`src/rka_pkg.sv`:
```
// Constants and types for the role and key custody controller.
// Assumes a single 200 MHz system clock; AES core lives outside.
package rka_pkg;
    // ==========================================================
    // Widths
    localparam int unsigned KEY_W   = 256;
    localparam int unsigned BLK_W   = 128;
    localparam int unsigned PW_W    = 64;
    localparam int unsigned CHAR_W  = 8;
    localparam int unsigned PW_CHARS = 8;
    localparam int unsigned HALF_W  = 128;
    // ==========================================================
    // Commands from the wireless link
    localparam logic [3:0] CMD_AUTH_OFF = 4'h0;
    localparam logic [3:0] CMD_AUTH_RDR = 4'h1;
    localparam logic [3:0] CMD_INIT_PW  = 4'h2;
    localparam logic [3:0] CMD_INIT_KLO = 4'h3;
    localparam logic [3:0] CMD_INIT_KHI = 4'h4;
    localparam logic [3:0] CMD_TKEY_LO  = 4'h5;
    localparam logic [3:0] CMD_TKEY_HI  = 4'h6;
    localparam logic [3:0] CMD_DATA     = 4'h7;
    localparam logic [3:0] CMD_ZEROIZE  = 4'h8;
    localparam logic [3:0] CMD_SELFTEST = 4'h9;
    localparam logic [3:0] CMD_STATUS   = 4'ha;
    // ==========================================================
    // Answers
    localparam logic [1:0] RSP_OK     = 2'h0;
    localparam logic [1:0] RSP_DENIED = 2'h1;
    localparam logic [1:0] RSP_BADPW  = 2'h2;
    typedef enum logic [1:0] {ROLE_NONE, ROLE_OFFICER, ROLE_READER}
        rka_role_t;
    // ==========================================================
    // Defaults and known answers (values arbitrary)
    localparam logic [PW_W-1:0]   DEF_OFF_PW = 64'h4f66_6669_6365_7231;
    localparam logic [PW_W-1:0]   DEF_RDR_PW = 64'h5265_6164_6572_3031;
    localparam logic [KEY_W-1:0]  DEF_KWK    = {8{32'h5a3c_96e1}};
    localparam logic [KEY_W-1:0]  KAT_KEY    = {8{32'h0f1e_2d3c}};
    localparam logic [BLK_W-1:0]  KAT_PT     = {4{32'h0011_2233}};
    localparam logic [BLK_W-1:0]  KAT_CT     = {4{32'h8ea2_b7ca}};
    localparam logic [CHAR_W-1:0] PW_MIN_CHAR = 8'h20;
    localparam logic [15:0]       CRC_INIT   = 16'hffff;
    localparam logic [15:0]       CRC_POLY   = 16'h1021;
    localparam logic [2:0]        INIT_ALL   = 3'h7;
    localparam logic [1:0]        TK_ALL     = 2'h3;
endpackage : rka_pkg

```
`src/rka_access_ctrl.sv`:
```
// Role, key custody and power-up self test controller.
// Assumes an external AES core and a byte-wide firmware ROM that
// answers one cycle after the address; commands arrive pre-framed.
`timescale 1ns/1ps
module rka_access_ctrl #(
    parameter int unsigned FW_BYTES = 32768,
    parameter logic [15:0] FW_CRC   = 16'h1d0f
) (
    // Clock and power-on reset
    input  wire logic                    clk_sys,
    input  wire logic                    sys_rst,
    input  wire logic                    host_replug,
    // Command link from the reader
    input  wire logic                    cmd_valid,
    input  wire logic                    cmd_paired,
    input  wire logic [3:0]              cmd_code,
    input  wire logic [rka_pkg::BLK_W-1:0] cmd_data,
    output logic                         cmd_ready,
    output logic                         rsp_valid,
    output logic [1:0]                   rsp_code,
    output rka_pkg::rka_role_t           role_out,
    output logic                         init_out,
    // External AES core
    output logic                         aes_start,
    output logic                         aes_decrypt,
    output logic [rka_pkg::KEY_W-1:0]    aes_key,
    output logic [rka_pkg::BLK_W-1:0]    aes_din,
    input  wire logic                    aes_done,
    input  wire logic [rka_pkg::BLK_W-1:0] aes_dout,
    // Firmware image ROM
    output logic [15:0]                  fw_rd_addr,
    input  wire logic [7:0]              fw_rd_data,
    // Counter-mode data path and host side
    output logic [rka_pkg::KEY_W-1:0]    ctr_key,
    output logic                         ctr_key_valid,
    output logic                         host_out_en,
    output logic                         test_busy,
    output logic                         error_out
);
    import rka_pkg::*;

    typedef enum logic [2:0] {ST_CRC, ST_CRC_CHK, ST_KAT_ENC, ST_KAT_DEC,
        ST_IDLE, ST_UNWRAP, ST_ZERO, ST_ERROR} rka_state_t;

    // ==========================================================
    // Helpers
    function automatic logic [15:0] crc16_byte(input logic [15:0] c,
                                               input logic [7:0]  d);
        logic [15:0] r;
        r = c ^ {d, 8'h00};
        for (int i = 0; i < 8; i++) begin
            r = r[15] ? ((r << 1) ^ CRC_POLY) : (r << 1);
        end
        return r;
    endfunction : crc16_byte

    function automatic logic pw_legal(input logic [PW_W-1:0] p);
        logic ok;
        ok = 1'b1;
        for (int i = 0; i < PW_CHARS; i++) begin
            if (p[i*CHAR_W +: CHAR_W] < PW_MIN_CHAR) begin
                ok = 1'b0;
            end
        end
        return ok;
    endfunction : pw_legal

    // ==========================================================
    // State
    rka_state_t          state_reg, state_next;
    rka_role_t           role_reg;
    logic                rst_all;
    logic                init_reg;
    logic [PW_W-1:0]     off_pw_reg, rdr_pw_reg, stg_off_reg, stg_rdr_reg;
    logic [KEY_W-1:0]    kwk_reg, stg_kwk_reg, traffic_key_reg;
    logic [2:0]          init_seen_reg;
    logic [1:0]          tk_seen_reg;
    logic [15:0]         crc_reg;
    logic [16:0]         fw_cnt_reg;
    logic [3:0]          pend_cmd_reg;
    logic                take, permit, needs_unwrap, tk_valid;

    assign rst_all  = sys_rst | host_replug;
    assign take     = cmd_valid & cmd_ready & cmd_paired;
    assign tk_valid = (tk_seen_reg == TK_ALL);
    assign needs_unwrap = (cmd_code <= CMD_TKEY_HI);

    // Permission per role and initialization
    always_comb begin
        case (cmd_code)
            CMD_AUTH_OFF: permit = 1'b1;
            CMD_AUTH_RDR: permit = init_reg;
            CMD_INIT_PW, CMD_INIT_KLO, CMD_INIT_KHI:
                permit = (role_reg == ROLE_OFFICER);
            CMD_TKEY_LO, CMD_TKEY_HI:
                permit = init_reg && (role_reg == ROLE_READER);
            CMD_DATA:
                permit = init_reg && (role_reg == ROLE_READER) && tk_valid;
            CMD_ZEROIZE, CMD_SELFTEST: permit = 1'b1;
            CMD_STATUS: permit = init_reg && (role_reg != ROLE_NONE);
            default: permit = 1'b0;
        endcase
    end

    // ==========================================================
    // Control sequence
    always_comb begin
        state_next = state_reg;
        case (state_reg)
            ST_CRC:
                if (fw_cnt_reg == 17'(FW_BYTES)) state_next = ST_CRC_CHK;
            ST_CRC_CHK:
                state_next = (crc_reg == FW_CRC) ? ST_KAT_ENC : ST_ERROR;
            ST_KAT_ENC:
                if (aes_done) begin
                    state_next = (aes_dout == KAT_CT) ? ST_KAT_DEC : ST_ERROR;
                end
            ST_KAT_DEC:
                if (aes_done) begin
                    state_next = (aes_dout == KAT_PT) ? ST_IDLE : ST_ERROR;
                end
            ST_IDLE:
                if (take && permit) begin
                    if (cmd_code == CMD_ZEROIZE) state_next = ST_ZERO;
                    else if (cmd_code == CMD_SELFTEST) state_next = ST_CRC;
                    else if (needs_unwrap) state_next = ST_UNWRAP;
                end
            ST_UNWRAP:
                if (aes_done) state_next = ST_IDLE;
            ST_ZERO:
                state_next = ST_IDLE;
            ST_ERROR:
                state_next = ST_ERROR;
            default:
                state_next = ST_ERROR;
        endcase
    end

    always_ff @(posedge clk_sys) begin
        if (rst_all) state_reg <= ST_CRC;
        else state_reg <= state_next;
    end

    // ==========================================================
    // Firmware CRC walk
    always_ff @(posedge clk_sys) begin
        if (rst_all || state_next == ST_CRC && state_reg != ST_CRC) begin
            fw_cnt_reg <= '0;
            fw_rd_addr <= '0;
            crc_reg    <= CRC_INIT;
        end else if (state_reg == ST_CRC) begin
            if (fw_cnt_reg != '0) crc_reg <= crc16_byte(crc_reg, fw_rd_data);
            fw_cnt_reg <= fw_cnt_reg + 17'h1;
            fw_rd_addr <= 16'(fw_cnt_reg + 17'h1);
        end
    end

    // ==========================================================
    // AES requests: known answers, then ECB unwrap by wrap key
    always_ff @(posedge clk_sys) begin
        if (rst_all) begin
            aes_start    <= 1'b0;
            aes_decrypt  <= 1'b0;
            aes_key      <= '0;
            aes_din      <= '0;
            pend_cmd_reg <= '0;
        end else begin
            aes_start <= 1'b0;
            if (state_reg == ST_CRC_CHK && state_next == ST_KAT_ENC) begin
                aes_start   <= 1'b1;
                aes_decrypt <= 1'b0;
                aes_key     <= KAT_KEY;
                aes_din     <= KAT_PT;
            end else if (state_reg == ST_KAT_ENC && state_next == ST_KAT_DEC)
            begin
                aes_start   <= 1'b1;
                aes_decrypt <= 1'b1;
                aes_din     <= KAT_CT;
            end else if (state_next == ST_UNWRAP && state_reg == ST_IDLE)
            begin
                aes_start    <= 1'b1;
                aes_decrypt  <= 1'b1;
                aes_key      <= kwk_reg;
                aes_din      <= cmd_data;
                pend_cmd_reg <= cmd_code;
            end else if (state_next == ST_IDLE) begin
                aes_key <= '0;
            end
        end
    end

    // ==========================================================
    // Role, secrets and initialization
    always_ff @(posedge clk_sys) begin
        if (rst_all || state_next == ST_ZERO) begin
            role_reg        <= ROLE_NONE;
            init_reg        <= 1'b0;
            off_pw_reg      <= DEF_OFF_PW;
            rdr_pw_reg      <= DEF_RDR_PW;
            kwk_reg         <= DEF_KWK;
            stg_off_reg     <= '0;
            stg_rdr_reg     <= '0;
            stg_kwk_reg     <= '0;
            init_seen_reg   <= '0;
            traffic_key_reg <= '0;
            tk_seen_reg     <= '0;
        end else if (state_reg == ST_UNWRAP && aes_done) begin
            case (pend_cmd_reg)
                CMD_AUTH_OFF, CMD_AUTH_RDR: begin
                    role_reg <= ROLE_NONE;
                    if (pw_legal(aes_dout[PW_W-1:0])) begin
                        if (pend_cmd_reg == CMD_AUTH_OFF &&
                            aes_dout[PW_W-1:0] == off_pw_reg)
                            role_reg <= ROLE_OFFICER;
                        else if (pend_cmd_reg == CMD_AUTH_RDR &&
                                 aes_dout[PW_W-1:0] == rdr_pw_reg)
                            role_reg <= ROLE_READER;
                    end
                end
                CMD_INIT_PW: begin
                    stg_off_reg   <= aes_dout[BLK_W-1:PW_W];
                    stg_rdr_reg   <= aes_dout[PW_W-1:0];
                    init_seen_reg <= init_seen_reg | 3'h1;
                end
                CMD_INIT_KLO: begin
                    stg_kwk_reg[HALF_W-1:0] <= aes_dout;
                    init_seen_reg <= init_seen_reg | 3'h2;
                end
                CMD_INIT_KHI: begin
                    stg_kwk_reg[KEY_W-1:HALF_W] <= aes_dout;
                    init_seen_reg <= init_seen_reg | 3'h4;
                end
                CMD_TKEY_LO: begin
                    traffic_key_reg[HALF_W-1:0] <= aes_dout;
                    tk_seen_reg <= tk_seen_reg | 2'h1;
                end
                CMD_TKEY_HI: begin
                    traffic_key_reg[KEY_W-1:HALF_W] <= aes_dout;
                    tk_seen_reg <= tk_seen_reg | 2'h2;
                end
                default: ;
            endcase
        end else if (init_seen_reg == INIT_ALL) begin
            off_pw_reg    <= stg_off_reg;
            rdr_pw_reg    <= stg_rdr_reg;
            kwk_reg       <= stg_kwk_reg;
            init_reg      <= 1'b1;
            init_seen_reg <= '0;
        end
    end

    // ==========================================================
    // Answers to the reader; status holds no secret fields
    always_ff @(posedge clk_sys) begin
        if (rst_all) begin
            rsp_valid <= 1'b0;
            rsp_code  <= RSP_OK;
        end else begin
            rsp_valid <= 1'b0;
            if (take && (!permit || !needs_unwrap)) begin
                rsp_valid <= 1'b1;
                rsp_code  <= permit ? RSP_OK : RSP_DENIED;
            end else if (state_reg == ST_UNWRAP && aes_done) begin
                rsp_valid <= 1'b1;
                rsp_code  <= (pend_cmd_reg <= CMD_AUTH_RDR &&
                              (!pw_legal(aes_dout[PW_W-1:0]) ||
                               aes_dout[PW_W-1:0] != (pend_cmd_reg ==
                               CMD_AUTH_OFF ? off_pw_reg : rdr_pw_reg)))
                             ? RSP_BADPW : RSP_OK;
            end
        end
    end

    // ==========================================================
    // Registered outputs and host gating
    always_ff @(posedge clk_sys) begin
        if (rst_all) begin
            cmd_ready     <= 1'b0;
            role_out      <= ROLE_NONE;
            init_out      <= 1'b0;
            ctr_key       <= '0;
            ctr_key_valid <= 1'b0;
            host_out_en   <= 1'b0;
            test_busy     <= 1'b1;
            error_out     <= 1'b0;
        end else begin
            cmd_ready     <= (state_next == ST_IDLE) && !take;
            role_out      <= role_reg;
            init_out      <= init_reg;
            ctr_key_valid <= tk_valid && role_reg == ROLE_READER;
            ctr_key       <= (tk_valid && role_reg == ROLE_READER)
                             ? traffic_key_reg : '0;
            host_out_en   <= (state_next == ST_IDLE ||
                              state_next == ST_UNWRAP) &&
                             role_reg == ROLE_READER && tk_valid;
            test_busy     <= state_next inside {ST_CRC, ST_CRC_CHK,
                                               ST_KAT_ENC, ST_KAT_DEC};
            error_out     <= (state_next == ST_ERROR);
        end
    end
endmodule : rka_access_ctrl

```
`config.mk`:
```
export PLATFORM = sky130hd
export DESIGN_NAME = rka_access_ctrl
export DESIGN_NICKNAME = d
export VERILOG_FILES = /design/src/rka_pkg.sv /design/src/rka_access_ctrl.sv
export SDC_FILE = /design/constraint.sdc
export NUM_CORES = 2
export LEC_CHECK = 0
export ABC_CLOCK_PERIOD_IN_PS = 6000
export BUFFER_PORTS_ARGS = -buffer_cell sky130_fd_sc_hd__buf_4
export CELL_PAD_IN_SITES_DETAIL_PLACEMENT = 0
export CELL_PAD_IN_SITES_GLOBAL_PLACEMENT = 1
export CORE_ASPECT_RATIO = 1.2
export CORE_MARGIN = 2
export CORE_UTILIZATION = 45
export DETAILED_ROUTE_END_ITERATION = 10
export PLACE_DENSITY = 0.82
export SYNTH_ARGS = -nofsm -noshare
export SYNTH_HDL_FRONTEND = slang
export SYNTH_SLANG_ARGS = --single-unit
export TNS_END_PERCENT = 30
```
`constraint.sdc`:
```
create_clock -name clk_sys -period 6 [get_ports clk_sys]
set_clock_uncertainty 0.15 [all_clocks]
set_input_delay 0.6 -clock clk_sys [delete_from_list [all_inputs] [get_ports clk_sys]]
set_output_delay 0.6 -clock clk_sys [all_outputs]
set_load 0.1 [all_outputs]
```
After elaboration in Yosys (flattened, before gate mapping)
Index checks and enable logic that the tools add are counted.
Word-level totals
  bits in registers: 1741
Cells by class
  add/sub/neg operators: 1
  magnitude comparators: 10
  equality and inequality tests: 48
  muxes and demuxes: 61
  bitwise operators: 18
  reductions and logical operators: 63
Operator list (count)
  256-bit two-way mux: 2
  252-bit two-way mux: 2
  128-bit two-way mux: 2
  128-bit by 117-bit equality test with 1-bit output, second input constant: 1
  128-bit equality test, second input constant: 1
  64-bit equality test: 2
  117-bit two-way mux: 1
  13-bit two-way mux: 8
  8-bit by 6-bit < comparator with 1-bit output, second input constant: 8
  64-bit two-way mux: 1
  64-bit inequality test: 1
  3-bit two-way mux: 12
  4-bit by 3-bit equality test with 1-bit output, second input constant: 7
  3-bit equality test, second input constant: 9
  3-bit NOT: 8
  3-bit one-hot mux with 8 select lines: 1
  1-bit two-way mux: 22
  2-bit AND reduction: 10
  17-bit by 1-bit adder with 17-bit output, second input constant: 1
  17-bit by 16-bit equality test with 1-bit output, second input constant: 1
  1-bit logical AND: 17
  17-bit nonzero test: 1
  16-bit by 13-bit equality test with 1-bit output, second input constant: 1
  4-bit by 2-bit equality test with 1-bit output, second input constant: 4
  29 further kinds: 78

Depth between registers and ports, before layout
  depth in word-level cells: 18
  gate-level depth with buffers: 12
  gate-level depth less buffers: 9

Worst setup path after synthesis
No wires, ideal clock.
  path type: in2reg
  start point: in aes_dout[28] in the netlist's numbering
  end point: reg aes_key[196] in the netlist's numbering
  library setup time: 0.130 ns
  data arrival time: 3.042 ns
  required time: 5.720 ns
  setup slack: 2.679 ns
  stages on the path: 11
  cell sequence: buf_2 -> nor4b_2 -> nand4_1 -> or4_1 -> o311a_4 -> nor4_4 -> buf_6 -> a211oi_4 -> buf_6 -> buf_6 -> o2bb2ai_2
Between the ends
  longest elaborated chain between the ends: 9
  elaborated cells on any way between the ends: 20
  those cells by class: 7 x eq/ne; 8 x mux; 5 x reduce/logical
RTL lines
  start, declared: line rka_access_ctrl.sv:29  | input wire logic [rka_pkg::BLK_W-1:0] aes_dout,
  128-bit by 117-bit equality test with 1-bit output / 128-bit equality test (equally long branches): line rka_access_ctrl.sv:120, rka_access_ctrl.sv:116
  2-bit two-way mux / 3-bit two-way mux (equally long branches): line rka_access_ctrl.sv:120, rka_access_ctrl.sv:116
  3-bit two-way mux (on tied branches): line rka_access_ctrl.sv:119, rka_access_ctrl.sv:115
  3-bit one-hot mux with 8 select lines (*): line rka_access_ctrl.sv:109  | case (state_reg)
  3-bit equality test: line rka_access_ctrl.sv:179  | end else if (state_next == ST_UNWRAP && state_reg == ST_IDLE)
  1-bit logical AND: line rka_access_ctrl.sv:179
  256-bit two-way mux: line rka_access_ctrl.sv:179
  252-bit two-way mux: line rka_access_ctrl.sv:174  | end else if (state_reg == ST_KAT_ENC && state_next == ST_KAT_DEC)
  252-bit two-way mux: line rka_access_ctrl.sv:169  | if (state_reg == ST_CRC_CHK && state_next == ST_KAT_ENC) begin
  end signal, assigned: line rka_access_ctrl.sv:183  | aes_key <= kwk_reg;
  end, declared: line rka_access_ctrl.sv:26  | output logic [rka_pkg::KEY_W-1:0] aes_key,
Mark *: on every way between the ends. The rest lies on a longest branch, timed or not. The select of a mux whose other input is x is not followed.
A chain may end at the register's enable or synchronous reset.

Final worst setup path
  start point: in aes_dout[110] in the netlist's numbering
  end point: reg kwk_reg[18]
Between the ends
  longest elaborated chain between the ends: 6
  elaborated cells on any way between the ends: 9
  those cells by class: 3 x eq/ne; 5 x mux; 1 x reduce/logical
RTL lines
  128-bit by 117-bit equality test with 1-bit output / 128-bit equality test (equally long branches): line rka_access_ctrl.sv:120, rka_access_ctrl.sv:116
  2-bit two-way mux / 3-bit two-way mux (equally long branches): line rka_access_ctrl.sv:120, rka_access_ctrl.sv:116
  3-bit two-way mux (on tied branches): line rka_access_ctrl.sv:119, rka_access_ctrl.sv:115
  3-bit one-hot mux with 8 select lines (*): line rka_access_ctrl.sv:109
  3-bit equality test (*): line rka_access_ctrl.sv:195  | if (rst_all || state_next == ST_ZERO) begin
  1-bit logical OR (*): line rka_access_ctrl.sv:195
  end signal, assigned: line rka_access_ctrl.sv:246  | kwk_reg <= stg_kwk_reg;
  end, declared: line rka_access_ctrl.sv:75  | logic [KEY_W-1:0] kwk_reg, stg_kwk_reg, traffic_key_reg;
Mark *: on every way between the ends. The rest lies on a longest branch, timed or not.

==> results.py <==
metrics = {
    "global_route": {
        "antenna_found_initial": 13,
        "grt_overflow": 0,
        "grt_pass1_wl_mm": 331,
        "grt_pass1_vias": 48900,
        "grt.total_usage": 0.315,
        "grt_max_degree": 203,
    },
    "critical_path": {
        "r2r_end": "traffic_key_reg[51]",
        "worstSetupStartpointType": "input port",
        "rrSetupSlack_ps": 1570,
        "worst-setup-path-type": "input port to flop",
        "critPathLaunch": "aes_dout[110]",
        "worstPathArrival_ps": 5220,
        "end_kind": "flop",
        "critPathCapture": "kwk_reg[18]",
        "r2r_start": "state_reg[2]",
        "worstPathRequired_ps": 6500,
        "path_max_fanout": 56,
        "reg2reg_depth": 9,
    },
    "floorplan": {
        "die_w_um": 342,
        "io_pins": 943,
        "rows": 148,
        "die_area_um2": 140000,
        "fp.dieH_um": 409,
        "core_um2": 136000,
        "start_util": 0.454,
    },
    "logic_synthesis": {
        "syn_inst": 6800,
        "yosysSeqAreaShare": 0.561,
        "ys_ff_latch": 1725,
        "yosysUniqueCellTypes": 57,
        "ys.warnings.count": 0,
        "ys.flop_type": "dfxtp_1",
        "syn_area_per_cell_um2": 9.06,
        "ys_async_sr_fraction": 0,
        "synth_nets": 7076,
        "syn-cell-area_um2": 61600,
        "synth-edff-count": 0,
    },
    "worst_hold_path": {
        "holdPathStages": 3,
        "worstHoldStart": "cmd_data[110]",
        "hp-class": "input port to flop",
    },
    "sta": {
        "rsz0062_at_grt": "no",
        "tightest_slew_ps": 1300,
        "max_freq_mhz": 212,
        "fin_setup_tns_ps": 0,
        "hold_violations": 0,
        "fin_crit_sh": 0.786,
        "slew_headroom": 0.135,
        "slew_viol_final": 0,
        "finalSetupViolCount": 0,
        "period_needed_ps": 4710,
    },
    "place": {
        "numPortBuffers": 942,
        "dp.cells": 9044,
        "place_area_um2": 69600,
        "gp_congestion": 0.886,
        "place_hpwl_mm": 148,
    },
    "clocking": {
        "path_clk_slew_ps": 60,
        "cts_tree": "yes",
        "clk-insertion-delay-late_ps": 810,
        "numClockSinks": 1725,
        "cts_buffers": 169,
        "clockRootBuffer": "clkbuf_16",
        "cts_buffer_depth": 3,
        "htreeDepth": 4,
    },
    "routing": {
        "drtPass1Iterations": 6,
        "via_per_inst": 5.46,
        "ant_nets": 0,
        "drcViolationCount": 0,
        "drtIter0Drc": 4353,
        "vias": 52200,
        "routed_wl_mm": 231,
        "wl_per_cell_um": 24.1,
    },
    "pwr": {
        "power.leakage_nw": 31.0,
        "p_per_area_nw_per_um2": 299,
        "power.ir.vdd_worst_v": 0.000298,
    },
    "layout": {
        "nets": 7899,
        "fillCellCount": 12000,
        "seq_area_um2": 34500,
        "design_area_um2": 77300,
        "final_cells": 9565,
        "syn2layout_area_growth_pct": 25.4,
        "multi_input_area_um2": 24500,
        "post_route_cells_drive_above_1_share": 0.174,
    },
    "run_status": {
        "status": "finished, final reports clean",
    },
    "run": {
        "cap_viol_max_count": 0,
    },
}
==> kinds of logic (layout without fill, tap and decap cells) <==
group           count (synthesis)  after routing  share of synthesized area
fa+ha+maj                       2              2                   0.000406
buf+inv                       602           1557                     0.0435
simple gates                 2801           2801                      0.198
mux                           392            392                     0.0637
compound gates               1107           1107                      0.110
flops                        1725           1725                      0.561
other cells                     0             10                          0
xor+xnor                      171            171                     0.0243
==> metal layers <==
layer | wire length, um | GRT usage | vias to the layer above | share of wire
li1 | - | - | 24400 | -
met1 | 88000 | 0.366 | 25400 | 0.38
met2 | 111000 | 0.532 | 1975 | 0.48
met3 | 17500 | 0.0715 | 494 | 0.076
met4 | 14500 | 0.180 | 2 | 0.063
met5 | 13 | 0 | - | 0.000056
==> through the flow <==
| stage | power, mW | setup WS [ps] | utilization | hold WS, ps |
|---|---|---|---|---|
| global route | 23.7 | 1350 | 0.569 | 29.7 |
| detailed placement | 12.5 | 1240 | 0.513 | 287 |
| global placement | 12.5 | 1220 | 0.513 | 286 |
| CTS | 23.2 | 1490 | 0.569 | 1.91 |
| floorplan | 12.1 | 2680 | - | 274 |
| finish | 23.1 | 1290 | 0.569 | 58.8 |
==> synth_stat cells, drive strengths merged (6+ instances only) <==
cell	number	area share
mux2i	392	0.064
and2	262	0.027
clkbuf	412	0.025
nand2	1536	0.094
inv	7	0.00043
a32oi	129	0.018
nor4	44	0.0047
o21ai	131	0.011
a21oi	677	0.055
o2bb2ai	128	0.019
dfxtp	1725	0.56
nand4b	13	0.0018
o221a	12	0.0022
nor2	494	0.030
xor2	114	0.016
nor3	139	0.011
nand4	32	0.0033
and3	6	0.00061
o211ai	13	0.0016
nor4b	16	0.0024
xnor2	57	0.0081
nand3	219	0.018
buf	183	0.018
==> final cells by class <==
class / count / share of cell area
Sequential cell: 1725 / 0.447
Multi-Input combinational cell: 4473 / 0.317
Timing Repair Buffer: 1247 / 0.134
Clock buffer: 260 / 0.0656
Tap cell: 1800 / 0.0292
Clock inverter: 43 / 0.00622
Inverter: 7 / 0.000340
Antenna cell: 10 / 0.000324
==> layout by cell type (no fill, tap or decap), types with 8 or more instances in the layout <==
master         Yosys  routed
a21oi_1          677     677
a32oi_1          129     129
and2_1           262     261
buf_12             0      39
buf_4             46    1000
bufinv_16          0       8
clkbuf_1         412      47
clkbuf_16          0     174
clkbuf_8           0      39
clkinv_2           0      22
dfxtp_1         1725    1725
diode_2            0      10
dlygate4sd3_1      0     208
mux2i_1          392     392
nand2_1         1536    1535
nand3_1          219     216
nand4_1           32      32
nand4b_1          13      13
nor2_1           494     490
nor3_1           138     136
nor4_1            43      43
nor4b_1           15      15
o211ai_1          13      13
o21ai_0          129     129
o221a_2           12      12
o2bb2ai_1        118     118
o2bb2ai_2         10      10
xnor2_1           57      57
xor2_1           114     114
==> critical path: stages <==
cell           delay (ps)
dlygate4sd3_1         540
buf_4                 180
nor4b_1               980
nand4_1               160
or4_1                 620
nor3_1                500
buf_4                 250
o21ai_1               220
a31oi_4               580
buf_12                350
nand3_1               140
==> power by group <==
group | total [mW] | switching (mW) | internal [mW]
combinational | 0.951 | 0.630 | 0.320
sequential | 11.5 | 0.00555 | 11.5
clock | 10.7 | 4.55 | 6.15
==> worst min path at each step <==
stage	to	slack [ps]
finish	aes_din[110]	60
global route	stg_kwk_reg[149]	30
CTS	stg_rdr_reg[56]	2
detailed placement	ctr_key[3]	290
global placement	ctr_key[63]	290
floorplan	tk_seen_reg[1]	270
==> repair_timing <==
action                                 in CTS  in global routing
buffers inserted                            0                  0
gates resized for setup                     0                  0
hold buffers                              208                  0
endpoints found under the hold margin     386                  0
(Power assumes the default switching activity.)
